$ cat src/cif_consts.svh
// Constants for the charger serial port and fault reporting block
`ifndef CIF_CONSTS_SVH
`define CIF_CONSTS_SVH
`define CIF_SLV_ADDR 7'h6a
`define CIF_NREG 10
`define CIF_IDX_MULTI_END 8'h08
`define CIF_IDX_WARM 8'h09
`define CIF_IDX_FAULT 8'h0c
`define CIF_IDX_BAD 8'hff
`define CIF_IDX_DSG 4'h1
`define CIF_IDX_CTRL 4'h3
`define CIF_IDX_ICHG 4'h4
`define CIF_IDX_VREG 4'h6
`define CIF_IDX_COOL 4'h7
`define CIF_BIT_CHG_EN 4
`define CIF_BIT_BOOST_EN 5
`define CIF_BIT_WARM_OPT 4
`define CIF_BIT_COOL_OPT 0
`define CIF_CTRL_RST 8'h10
`define CIF_VREG_DROP 6'h09
`define CIF_STRETCH 2'd2
`define CIF_BLINK_HALF 125000000
`endif

$ cat src/cif_pkg.sv
// Types for the charger serial port and fault reporting block
`default_nettype none
package cif_pkg;
	typedef enum logic [3:0] {
		CIF_IDLE = 4'h0,
		CIF_ADDR = 4'h1,
		CIF_AACK = 4'h3,
		CIF_REG = 4'h2,
		CIF_RACK = 4'h6,
		CIF_WR = 4'h7,
		CIF_WACK = 4'h5,
		CIF_RD = 4'h4,
		CIF_RDACK = 4'hc
	} cif_state_e_t;

	typedef struct packed {
		logic boost_ovp;
		logic bat_ovp;
		logic sys_short;
		logic [1:0] chg_fault;
		logic [2:0] therm;
	} cif_fault_in_t;

	typedef struct packed {
		logic scl_m, scl_s, scl_p, sda_m, sda_s, sda_p;
		cif_state_e_t st;
		logic [3:0] bitc;
		logic [7:0] sh;
		logic rd, mack, busy, sda_oe, scl_oe;
		logic [1:0] strc;
		logic [7:0] idx;
		logic [9:0][7:0] regs;
		logic [7:0] flt;
		logic armed, seen, irq, bsw_off;
		logic [26:0] blink_cnt;
		logic blink;
		logic [5:0] vreg;
		logic [6:0] ichg;
		logic ap_v, ap_w;
		logic [5:0] ap_i;
		logic [31:0] hrdata;
	} cif_state_t;
endpackage
`default_nettype wire

$ cat src/cif_charger_i2c.sv
// Charger serial slave port, register file and fault reporting
`timescale 1ns/1ps
`default_nettype none
`include "cif_consts.svh"

module cif_charger_i2c #(
	parameter int unsigned BLINK_HALF = `CIF_BLINK_HALF
) (
	input wire logic hclk,
	input wire logic hresetn,
	input wire logic hsel,
	input wire logic [31:0] haddr,
	input wire logic [1:0] htrans,
	input wire logic hwrite,
	input wire logic [2:0] hsize,
	input wire logic [31:0] hwdata,
	input wire logic hready,
	output logic hreadyout,
	output logic hresp,
	output logic [31:0] hrdata,
	input wire logic scl_in,
	output logic scl_out,
	output logic scl_oe,
	input wire logic sda_in,
	output logic sda_out,
	output logic sda_oe,
	input wire cif_pkg::cif_fault_in_t flt_in,
	input wire logic temp_warm,
	input wire logic temp_cool,
	input wire logic temp_dsg_ok,
	input wire logic adapter_in,
	input wire logic qon_event,
	output logic fault_int,
	output logic charge_en,
	output logic boost_run,
	output logic bsw_off,
	output logic discharge_en,
	output logic [5:0] vreg_target,
	output logic [6:0] ichg_target,
	output logic [1:0] dsg_thr_sel,
	output logic stat_out,
	output logic stat_oe
);
	// ****************************************
	// Decoding helpers
	// ****************************************
	function automatic logic idx_ok(input logic [7:0] i);
		idx_ok = (i <= `CIF_IDX_WARM) || (i == `CIF_IDX_FAULT);
	endfunction

	// Only 0x00-0x07 chain; everything else ends a write burst, while reads go on with 0x00
	function automatic logic [7:0] idx_next(input logic [7:0] i);
		idx_next = (i < `CIF_IDX_MULTI_END) ? i + 8'h01 : `CIF_IDX_BAD;
	endfunction

	cif_pkg::cif_state_t s, next_s;
	logic scl_rise, scl_fall, ev_start, ev_stop;
	logic [7:0] live, rbyte;
	logic flt_rd, ap_take, ap_ok;

	// Synchronised levels only; first stage feeds nothing else
	assign scl_rise = s.scl_s && !s.scl_p;
	assign scl_fall = !s.scl_s && s.scl_p;
	assign ev_start = s.scl_s && s.scl_p && s.sda_p && !s.sda_s;
	assign ev_stop = s.scl_s && s.scl_p && !s.sda_p && s.sda_s;
	assign live = {1'b0, flt_in.boost_ovp, flt_in.chg_fault,
		flt_in.bat_ovp, flt_in.therm};
	assign rbyte = (s.idx == `CIF_IDX_FAULT) ? s.flt :
		idx_ok(s.idx) ? s.regs[s.idx[3:0]] : 8'h00;
	assign flt_rd = (s.st == cif_pkg::CIF_RD) && (s.strc == 2'd1) &&
		(s.idx == `CIF_IDX_FAULT);
	assign ap_take = hsel && htrans[1] && hready;
	assign ap_ok = (haddr[7:2] <= 6'(`CIF_IDX_WARM)) ||
		(haddr[7:2] == 6'(`CIF_IDX_FAULT));

	always_comb begin
		next_s = s;
		next_s.scl_m = scl_in;
		next_s.scl_s = s.scl_m;
		next_s.scl_p = s.scl_s;
		next_s.sda_m = sda_in;
		next_s.sda_s = s.sda_m;
		next_s.sda_p = s.sda_s;

		// ****************************************
		// Register bus slave
		// ****************************************
		next_s.ap_v = ap_take;
		next_s.ap_w = hwrite;
		next_s.ap_i = ap_ok ? haddr[7:2] : 6'h3f;
		if (ap_take && !hwrite) begin
			// Only writable words forward; fault and unmapped writes are dropped
			if (s.ap_v && s.ap_w && s.ap_i == haddr[7:2] &&
				s.ap_i <= 6'(`CIF_IDX_WARM))
				next_s.hrdata = {24'h0, hwdata[7:0]};
			else if (haddr[7:2] == 6'(`CIF_IDX_FAULT))
				next_s.hrdata = {24'h0, s.flt};
			else if (ap_ok)
				next_s.hrdata = {24'h0, s.regs[haddr[5:2]]};
			else
				next_s.hrdata = 32'h0;
		end
		if (s.ap_v && s.ap_w && s.ap_i <= 6'(`CIF_IDX_WARM))
			next_s.regs[s.ap_i[3:0]] = hwdata[7:0];

		// ****************************************
		// Serial slave
		// ****************************************
		if (ev_start) begin
			next_s.st = cif_pkg::CIF_ADDR;
			next_s.busy = 1'b1;
			next_s.bitc = 4'h0;
			next_s.sda_oe = 1'b0;
			next_s.scl_oe = 1'b0;
		end else if (ev_stop) begin
			next_s.st = cif_pkg::CIF_IDLE;
			next_s.busy = 1'b0;
			next_s.sda_oe = 1'b0;
			next_s.scl_oe = 1'b0;
		end else begin
			if (scl_rise) begin
				case (s.st)
				cif_pkg::CIF_ADDR, cif_pkg::CIF_REG, cif_pkg::CIF_WR: begin
					next_s.sh = {s.sh[6:0], s.sda_s};
					next_s.bitc = s.bitc + 4'h1;
				end
				cif_pkg::CIF_RDACK: next_s.mack = !s.sda_s;
				default: ;
				endcase
			end
			if (s.st == cif_pkg::CIF_RD && s.strc != 2'd0) begin
				next_s.strc = s.strc - 2'd1;
				if (s.strc == 2'd1) begin
					// Byte loaded and first bit set in the same cycle as release
					next_s.sda_oe = !rbyte[7];
					next_s.sh = {rbyte[6:0], 1'b0};
					next_s.bitc = 4'h1;
					next_s.scl_oe = 1'b0;
				end
			end else if (scl_fall) begin
				case (s.st)
				cif_pkg::CIF_ADDR: if (s.bitc == 4'h8) begin
					if (s.sh[7:1] == `CIF_SLV_ADDR) begin
						next_s.rd = s.sh[0];
						next_s.sda_oe = 1'b1;
						next_s.st = cif_pkg::CIF_AACK;
					end else begin
						next_s.st = cif_pkg::CIF_IDLE;
					end
				end
				cif_pkg::CIF_AACK: begin
					next_s.sda_oe = 1'b0;
					next_s.bitc = 4'h0;
					if (s.rd) begin
						next_s.st = cif_pkg::CIF_RD;
						next_s.strc = `CIF_STRETCH;
						next_s.scl_oe = 1'b1;
					end else begin
						next_s.st = cif_pkg::CIF_REG;
					end
				end
				cif_pkg::CIF_REG: if (s.bitc == 4'h8) begin
					next_s.idx = s.sh;
					if (idx_ok(s.sh)) begin
						next_s.sda_oe = 1'b1;
						next_s.st = cif_pkg::CIF_RACK;
					end else begin
						next_s.st = cif_pkg::CIF_IDLE;
					end
				end
				cif_pkg::CIF_RACK, cif_pkg::CIF_WACK: begin
					next_s.sda_oe = 1'b0;
					next_s.bitc = 4'h0;
					next_s.st = cif_pkg::CIF_WR;
					if (s.st == cif_pkg::CIF_WACK)
						next_s.idx = idx_next(s.idx);
				end
				cif_pkg::CIF_WR: if (s.bitc == 4'h8) begin
					if (idx_ok(s.idx)) begin
						if (s.idx <= `CIF_IDX_WARM)
							next_s.regs[s.idx[3:0]] = s.sh;
						next_s.sda_oe = 1'b1;
						next_s.st = cif_pkg::CIF_WACK;
					end else begin
						next_s.st = cif_pkg::CIF_IDLE;
					end
				end
				cif_pkg::CIF_RD: begin
					if (s.bitc == 4'h8) begin
						next_s.sda_oe = 1'b0;
						next_s.st = cif_pkg::CIF_RDACK;
					end else begin
						next_s.sda_oe = !s.sh[7];
						next_s.sh = {s.sh[6:0], 1'b0};
						next_s.bitc = s.bitc + 4'h1;
					end
				end
				cif_pkg::CIF_RDACK: begin
					if (s.mack) begin
						next_s.idx = idx_next(s.idx);
						next_s.st = cif_pkg::CIF_RD;
						next_s.strc = `CIF_STRETCH;
						next_s.scl_oe = 1'b1;
					end else begin
						next_s.st = cif_pkg::CIF_IDLE;
					end
				end
				default: ;
				endcase
			end
		end

		// ****************************************
		// Fault latch and interrupt
		// ****************************************
		// New faults in bits 7:3 are OR'd after the clear, so they are never lost; bits 2:0 follow flt_in.therm live
		next_s.flt = (flt_rd ? 8'h00 : s.flt) | live;
		next_s.flt[2:0] = flt_in.therm;
		if (flt_rd) begin
			next_s.irq = 1'b0;
			next_s.seen = 1'b1;
		end
		if (!s.armed && s.seen && live == 8'h00)
			next_s.armed = 1'b1;
		if (s.armed && live != 8'h00) begin
			next_s.irq = 1'b1;
			next_s.armed = 1'b0;
			next_s.seen = 1'b0;
		end
		if (flt_in.boost_ovp)
			next_s.regs[`CIF_IDX_CTRL][`CIF_BIT_BOOST_EN] = 1'b0;
		if (flt_in.sys_short)
			next_s.bsw_off = 1'b1;
		else if (adapter_in || qon_event)
			next_s.bsw_off = 1'b0;

		// ****************************************
		// Temperature window targets
		// ****************************************
		next_s.vreg = s.regs[`CIF_IDX_VREG][7:2];
		if (temp_warm && !s.regs[`CIF_IDX_WARM][`CIF_BIT_WARM_OPT])
			next_s.vreg = (next_s.vreg > `CIF_VREG_DROP) ?
				next_s.vreg - `CIF_VREG_DROP : 6'h00;
		next_s.ichg = s.regs[`CIF_IDX_ICHG][6:0];
		if (temp_cool)
			next_s.ichg = s.regs[`CIF_IDX_COOL][`CIF_BIT_COOL_OPT] ?
				7'(s.regs[`CIF_IDX_ICHG][6:0] / 7'd5) :
				{1'b0, s.regs[`CIF_IDX_ICHG][6:1]};
		if (s.blink_cnt >= 27'(BLINK_HALF - 1)) begin
			next_s.blink_cnt = 27'h0;
			next_s.blink = !s.blink;
		end else begin
			next_s.blink_cnt = s.blink_cnt + 27'h1;
		end
	end

	always_ff @(posedge hclk or negedge hresetn) begin
		if (!hresetn) begin
			s <= '0;
			s.scl_m <= 1'b1;
			s.scl_s <= 1'b1;
			s.scl_p <= 1'b1;
			s.sda_m <= 1'b1;
			s.sda_s <= 1'b1;
			s.sda_p <= 1'b1;
			s.st <= cif_pkg::CIF_IDLE;
			s.idx <= `CIF_IDX_BAD;
			s.regs[`CIF_IDX_CTRL] <= `CIF_CTRL_RST;
			s.armed <= 1'b1;
		end else begin
			s <= next_s;
		end
	end

	// ****************************************
	// Outputs
	// ****************************************
	assign hreadyout = 1'b1;
	assign hresp = 1'b0;
	assign hrdata = s.hrdata;
	assign scl_out = 1'b0;
	assign sda_out = 1'b0;
	assign scl_oe = s.scl_oe;
	assign sda_oe = s.sda_oe;
	assign fault_int = s.irq;
	assign charge_en = s.regs[`CIF_IDX_CTRL][`CIF_BIT_CHG_EN] &&
		!flt_in.bat_ovp && flt_in.therm == 3'h0;
	assign boost_run = s.regs[`CIF_IDX_CTRL][`CIF_BIT_BOOST_EN] &&
		!flt_in.boost_ovp;
	assign bsw_off = s.bsw_off;
	assign discharge_en = temp_dsg_ok;
	assign dsg_thr_sel = s.regs[`CIF_IDX_DSG][7:6];
	assign vreg_target = s.vreg;
	assign ichg_target = s.ichg;
	assign stat_out = 1'b0;
	// Pin low while charging, blinks while a thermistor fault suspends
	assign stat_oe = charge_en ||
		(flt_in.therm != 3'h0 && s.blink);
endmodule
`default_nettype wire

$ cat config.mk
export PLATFORM = sky130hd
export DESIGN_NAME = cif_charger_i2c
export DESIGN_NICKNAME = d
export VERILOG_FILES = /design/src/cif_pkg.sv /design/src/cif_charger_i2c.sv
export VERILOG_INCLUDE_DIRS = /design/src
export SDC_FILE = /design/constraint.sdc
export NUM_CORES = 1
export LEC_CHECK = 0
export BUFFER_PORTS_ARGS = -buffer_cell sky130_fd_sc_hd__buf_2
export CORE_MARGIN = 5
export CORE_UTILIZATION = 45
export CTS_CLUSTER_SIZE = 40
export DETAILED_ROUTE_END_ITERATION = 10
export HOLD_SLACK_MARGIN = 0.15
export MAX_ROUTING_LAYER = met4
export PLACE_DENSITY_LB_ADDON = 0.3
export SLEW_MARGIN = 20
export SYNTH_ARGS = -nofsm -noshare
export SYNTH_HDL_FRONTEND = slang
export SYNTH_SLANG_ARGS = --single-unit
$ cat constraint.sdc
create_clock -name hclk -period 3.5 [get_ports hclk]
set_input_delay 0.35 -clock hclk [delete_from_list [all_inputs] [get_ports hclk]]
set_output_delay 0.35 -clock hclk [all_outputs]
set_load 0.03 [all_outputs]
==> Word-level counts from Yosys, hierarchy flattened <==
Index checks and enable logic that the tools add are counted.
{ "classes": {"muxes": 86, "n_bitwise": 4, "order_cmp": 12, "n_addsub": 5, "div_mod_pow": 1, "eq_ne": 35, "reduce_logical": 71} }
{ "ops": {"columns": ["operator", "count"], "rows": [
  ["80-bit 2-to-1 mux", 8],
  ["80-bit bitwise mux", 2],
  ["8-bit 2-to-1 mux", 15],
  ["92-bit 2-to-1 mux", 1],
  ["12-bit 2-to-1 mux", 7],
  ["8-bit binary-select mux with 4-bit select", 2],
  ["8-bit demux with 4-bit select", 2],
  ["5-bit != test, second input constant", 8],
  ["4-bit 2-to-1 mux", 7],
  ["4-bit case mux with 7 select lines", 1],
  ["27-bit by 1-bit adder with 27-bit output, second input constant", 1],
  ["27-bit >= comparator, second input constant", 1],
  ["1-bit logical AND", 27],
  ["27-bit 2-to-1 mux", 1],
  ["8-bit case mux with 3 select lines", 1],
  ["3-bit 2-to-1 mux", 6],
  ["6-bit 2-to-1 mux", 3],
  ["1-bit 2-to-1 mux", 17],
  ["17-bit 2-to-1 mux", 1],
  ["4-bit by 3-bit == test with 1-bit output, second input constant", 4],
  ["8-bit by 4-bit == test with 1-bit output, second input constant", 2],
  ["8-bit by 4-bit <= comparator with 1-bit output, second input constant", 2],
  ["4-bit != test, second input constant", 4],
  ["8-bit nonzero test", 2],
  ["other kinds (47)", 89]
]} }
{ "totals": {"inputBits": 89, "output_inout_bits": 60, "register_bits": 209, "wordCells": 252} }

==> Longest topological paths before layout <==
{ "depth": {"depth_word": 16, "depth_mapped": 9, "mapped_depth_nobuf": 7} }

==> Worst setup path before layout <==
No wires, ideal clock.
{ "synth_path": {"kind": "register to register", "startpoint": "register s[174] in the netlist's numbering", "endpoint": "register s (netlist bit sda_oe)", "t_required_ps": 3421, "arrival_ps": 2434, "slack_ps": 986, "stages_incl_launch_ff": 10, "synth_period_minus_slack_ps": 2514, "setup_ps": 79, "path_buffers": 2, "path_cell_list": "dfstp_2 buf_2 clkbuf_1 inv_1 ha_1 nor2b_1 o31ai_1 a211oi_1 a32oi_1 mux2i_1"} }
{ "synth_via": {"elab_chain_cells": 9, "elab_cells_between_ends": 14, "classes_between": "1 x order compare; 2 x eq/ne; 8 x mux; 3 x reduce/logical"} }
{ "synth_rtl": {"columns": ["element", "line", "rtl"], "rows": [
  ["start: declaration", "cif_charger_i2c.sv:56", "cif_pkg::cif_state_t s, next_s;"],
  ["start signal: assignment", "cif_charger_i2c.sv:271", "s <= next_s;"],
  ["8-bit by 4-bit <= comparator with 1-bit output (no source line), or another cell as far along", null, null],
  ["1-bit logical OR or 8-bit 2-to-1 mux (tied branches)", "cif_charger_i2c.sv:48, cif_charger_i2c.sv:69", null],
  ["8-bit 2-to-1 mux", "cif_charger_i2c.sv:69", "idx_ok(s.idx) ? s.regs[s.idx[3:0]] : 8'h00;"],
  ["8-bit 2-to-1 mux", "cif_charger_i2c.sv:68", "assign rbyte = (s.idx == `CIF_IDX_FAULT) ? s.flt :"],
  ["1-bit logical NOT", "cif_charger_i2c.sv:135", "next_s.sda_oe = !rbyte[7];"],
  ["2-bit 2-to-1 mux", "cif_charger_i2c.sv:133", "if (s.strc == 2'd1) begin"],
  ["4-bit 2-to-1 mux", "cif_charger_i2c.sv:131", "if (s.st == cif_pkg::CIF_RD && s.strc != 2'd0) begin"],
  ["2-bit 2-to-1 mux", "cif_charger_i2c.sv:115", "end else if (ev_stop) begin"],
  ["2-bit 2-to-1 mux", "cif_charger_i2c.sv:109", "if (ev_start) begin"]
]} }
Parallel ways exist; a longest one is shown, timed or not. The select of a mux whose other input is x is not followed.
A chain may end at the register's enable or synchronous reset.

==> reports/results.tsv <==
stage	metric	value	unit
yosys	summed instance area of the synthesized netlist	11780	um2
critical_path	data required time of the worst path	3.85	ns
floorplanning	chip width	171.8	um
drt	Detailed Route Iter0 Violations	1000	
clock_tree	number of gates given a new drive strength after cts	0	
yosys	Synth area leaders	sky130_fd_sc_hd__dfrtp_1, sky130_fd_sc_hd__mux2i_1, sky130_fd_sc_hd__mux4_2	
final_layout	leading cell types in the layout, fill and taps excluded	sky130_fd_sc_hd__dfrtp_1, sky130_fd_sc_hd__nor2_1, sky130_fd_sc_hd__a21oi_1	
clock_tree	buffers from clock root to sink, at most	2	
drt	detailed-routing iteration count for the pre-antenna-repair pass	5	
critical_path	startpoint type of the worst setup path	flip-flop	
yosys	dominant combinational cell family by area after synthesis	simple AND/OR/NAND/NOR gates	
yosys	Synth Area in XOR/XNOR	0.02720	
critical_path	most numerous cell on the critical path	sky130_fd_sc_hd__a21oi_1	
placed_design	input/output buffers	63	
yosys	largest area contributor in the synthesized netlist	sky130_fd_sc_hd__dfrtp_1	
critical_path	Critical Path Sink Type	flip-flop	
yosys	register bit count reported by yosys	184	
final_layout	antenna diode count	0	
power	Pleak	5.112	nW
critical_path	critical path's slowest cell	sky130_fd_sc_hd__nor4b_1	
drt	wire length after detailed routing	32110	um
clock_tree	clock-pin slew on the worst setup and hold paths	0.07	ns
final_layout	fill cell total of the finished layout	2382	
clock_tree	TritonCTS clock tree	built	
clock_tree	Inserted Clock Buffers	17	
yosys	distinct cell type count of the synthesized netlist	82	
floorplanning	initial standard-cell utilization of the core	0.4544	
final_layout	layout-stage area growth over the synthesis result	8.107	%
yosys	post-synthesis share of cell area spent on and, or, nand and nor gates	0.1726	
global_route	overall routing resource usage	0.2225	
clock_tree	setup fix buffers added after clock tree synthesis	0	
global_route	first-pass GRT wire length	49760	um
critical_path	cell chain of the critical path	nor4b_1, a21oi_1, nand4_1, nor2_1, a21oi_1	
yosys	post-synthesis share of cell area spent on full adders, half adders and majority gates	0.01254	
yosys	dominant register cell in the synthesized netlist	sky130_fd_sc_hd__dfrtp_1	
yosys	Syn Inst Count	1243	
yosys	multiplexer share of the synthesized area	0.1505	
global_route	pin count of the biggest net entering global routing	114	
clock_tree	H-tree levels	4	
global_route	antenna violations before repair	0	
power	Peak supply drop	0.2928	mV
yosys	area fraction in compound gates after synthesis	0.1646	
yosys	number of synthesized flops with an enable pin	0	
critical_path	maximum net fanout on the critical path	30	
drt	# DRC	0	
critical_path	start-to-end type of the worst setup path	flip-flop to flip-flop	
clock_tree	Clk Tree Root Cell	sky130_fd_sc_hd__clkbuf_16	
sta	final sum of negative setup slack	0	ns
floorplanning	floorplan die area	29500	um2
final_layout	share of layout cells above drive strength 1	0.1612	
yosys	mean post-synth cell area	9.473	um2
sta	setup repair after global routing missed its margin	no	
sta	period utilization	0.7702	
hold_path	Hold Path Class	input port to flip-flop	
global_route	number of global-route vias before repair	8785	
sta	Setup violations, final	0	
sta	transition at the pin with the smallest max-transition slack	0.9492	ns
yosys	area share of the largest cell type after synthesis	0.3570	
clock_tree	Sinks on Clock Net	184	
critical_path	data arrival time at the worst-slack endpoint	3.05	ns
floorplanning	core footprint	25910	um2
clock_tree	latest clock arrival within the worst-skew pair	0.45	ns
sta	Clock Skews	0.01513	ns
power	power density cells	409.6	nW/um2
global_route	Overflow after GRT	0	
final_layout	area of the multi-input gates	6337	um2
placed_design	post-placement cell count	1545	
critical_path	Max stage delay on crit path	0.86	ns
placed_design	Final Wtd Congestion	0.9254	
yosys	YS warnings	0	
floorplanning	row count	59	
final_layout	Final Instance Count excl. Fillers	1588	
drt	via-per-instance ratio	6.024	
sta	Highest Clock Rate	371.0	MHz
sta	final hold vios	0	
floorplanning	number of placed I/O pins	149	
yosys	share of flip-flops with an asynchronous set or reset after synthesis	1.000	
drt	drt wl/cell	20.22	um
drt	number of vias in the routed layout	9566	
final_layout	most common cell after layout, fill and taps aside	sky130_fd_sc_hd__dfrtp_1	
sta	final critical path time including I/O delays and setup	2.696	ns
run	count of maximum capacitance violations	0	
final_layout	total area of sequential cells	4624	um2
drt	residual antenna-violating net count after detailed routing	0	
outcome	run status	complete, no violations	
sta	Pins Over Slew Limit	0	
final_layout	net count of the finished layout	1340	
sta	headroom to the max-slew limit	0.3672	
floorplanning	Chip Height	171.8	um
placed_design	Detailed Place HPWL	21910	um
yosys	sequential area share after synthesis	0.3927	
-- Yosys cell counts, types with 13 or more instances --
master / number
sky130_fd_sc_hd__dfrtp_1: 168
sky130_fd_sc_hd__nor2_1: 151
sky130_fd_sc_hd__a21oi_1: 111
sky130_fd_sc_hd__mux2i_1: 96
sky130_fd_sc_hd__nand2_1: 61
sky130_fd_sc_hd__o21ai_0: 54
sky130_fd_sc_hd__buf_4: 53
sky130_fd_sc_hd__clkbuf_1: 50
sky130_fd_sc_hd__inv_1: 36
sky130_fd_sc_hd__nand3_1: 34
sky130_fd_sc_hd__mux4_2: 31
sky130_fd_sc_hd__xnor2_1: 25
sky130_fd_sc_hd__buf_2: 22
sky130_fd_sc_hd__nor2b_1: 19
sky130_fd_sc_hd__dfstp_2: 16
sky130_fd_sc_hd__nor3_1: 15
sky130_fd_sc_hd__nand2b_1: 14
sky130_fd_sc_hd__nor4_1: 13
-- cell families after synthesis --
group	after synthesis
AO/OA/AOI/OAI	301
buffers and inverters	178
AND/OR/NAND/NOR	394
other	2
multiplexers	137
flip-flops	184
XOR/XNOR	35
adder cells (fa/ha/maj)	12
-- flip-flops by register name, indices dropped and copies added (netlist names) --
name,cells
bsw_off,1
dsg_thr_sel,2
fault_int,1
hrdata,8
ichg_target,7
next_s,4
s,153
scl_oe,1
sda_oe,1
vreg_target,6
-- timing repair --
action | 4_1_cts | 5_1_grt
hold endpoints to repair | 118 | 0
hold buffers | 11 | 0
setup endpoints to repair | 0 | 0
-- layout make-up --
type / instances / area share
timing repair buffer: 93 / 0.04629
tap: 335 / 0.03293
sequential: 184 / 0.3633
clock inverter: 15 / 0.01563
multi-input combinational: 908 / 0.4978
inverter: 36 / 0.01062
clock buffer: 17 / 0.03342
-- path summary, 6_finish.rpt --
kind	from	end	slack (ns)	cells after the start
max	s[200]	s[163]	0.80	5
min	flt_in[7]	s[122]	0.18	2
max reg2reg	s[200]	s[163]	0.80	5
min reg2reg	next_s[208]	next_s[207]	0.36	0
max in group asynchronous	hresetn	s[178]	1.97	3
min in group asynchronous	hresetn	vreg_target[5]	0.61	2
-- power breakdown --
part / total (mW) / switching (mW) / internal (mW) / leakage, nW
Sequential: 2.53 / 0.316 / 2.21 / 1.94
Clock: 2.06 / 0.961 / 1.10 / 0.307
Combinational: 0.624 / 0.393 / 0.231 / 2.86
Total: 5.21 / 1.67 / 3.54 / 5.11
-- worst max-delay path, delay by kind of cell (launching register included) --
kind             cells  cell delay, ns
AO/OA/AOI/OAI        2            0.38
AND/OR/NAND/NOR      3            1.49
flip-flops           1            0.72
-- stage by stage --
| stage | hold WS (ns) | instance area, um2 | util | worst slack [ns] | total power [mW] |
|---|---|---|---|---|---|
| global placement | 0.3465 | 12000 | 0.4629 | 0.9175 | 3.153 |
| global route | 0.1884 | 12730 | 0.4913 | 0.4938 | 5.408 |
| CTS | 0.1769 | 12730 | 0.4913 | 0.8627 | 5.246 |
| detailed placement | 0.3501 | 12000 | 0.4629 | 0.8777 | 3.167 |
| floorplan | 0.05441 | 11880 | - | 0.9862 | 2.914 |
| finish | 0.1825 | 12730 | 0.4913 | 0.8042 | 5.214 |
-- routing by layer --
metal / GRT usage / vias to the layer above / wire length (um)
met1: 0.3049 / 4638 / 13890
met5: - / - / 0
met3: 0.03815 / 62 / 2662
met4: 0.08544 / 0 / 1136
li1: - / 4443 / -
met2: 0.3323 / 423 / 14420
(Power assumes the default switching activity.)
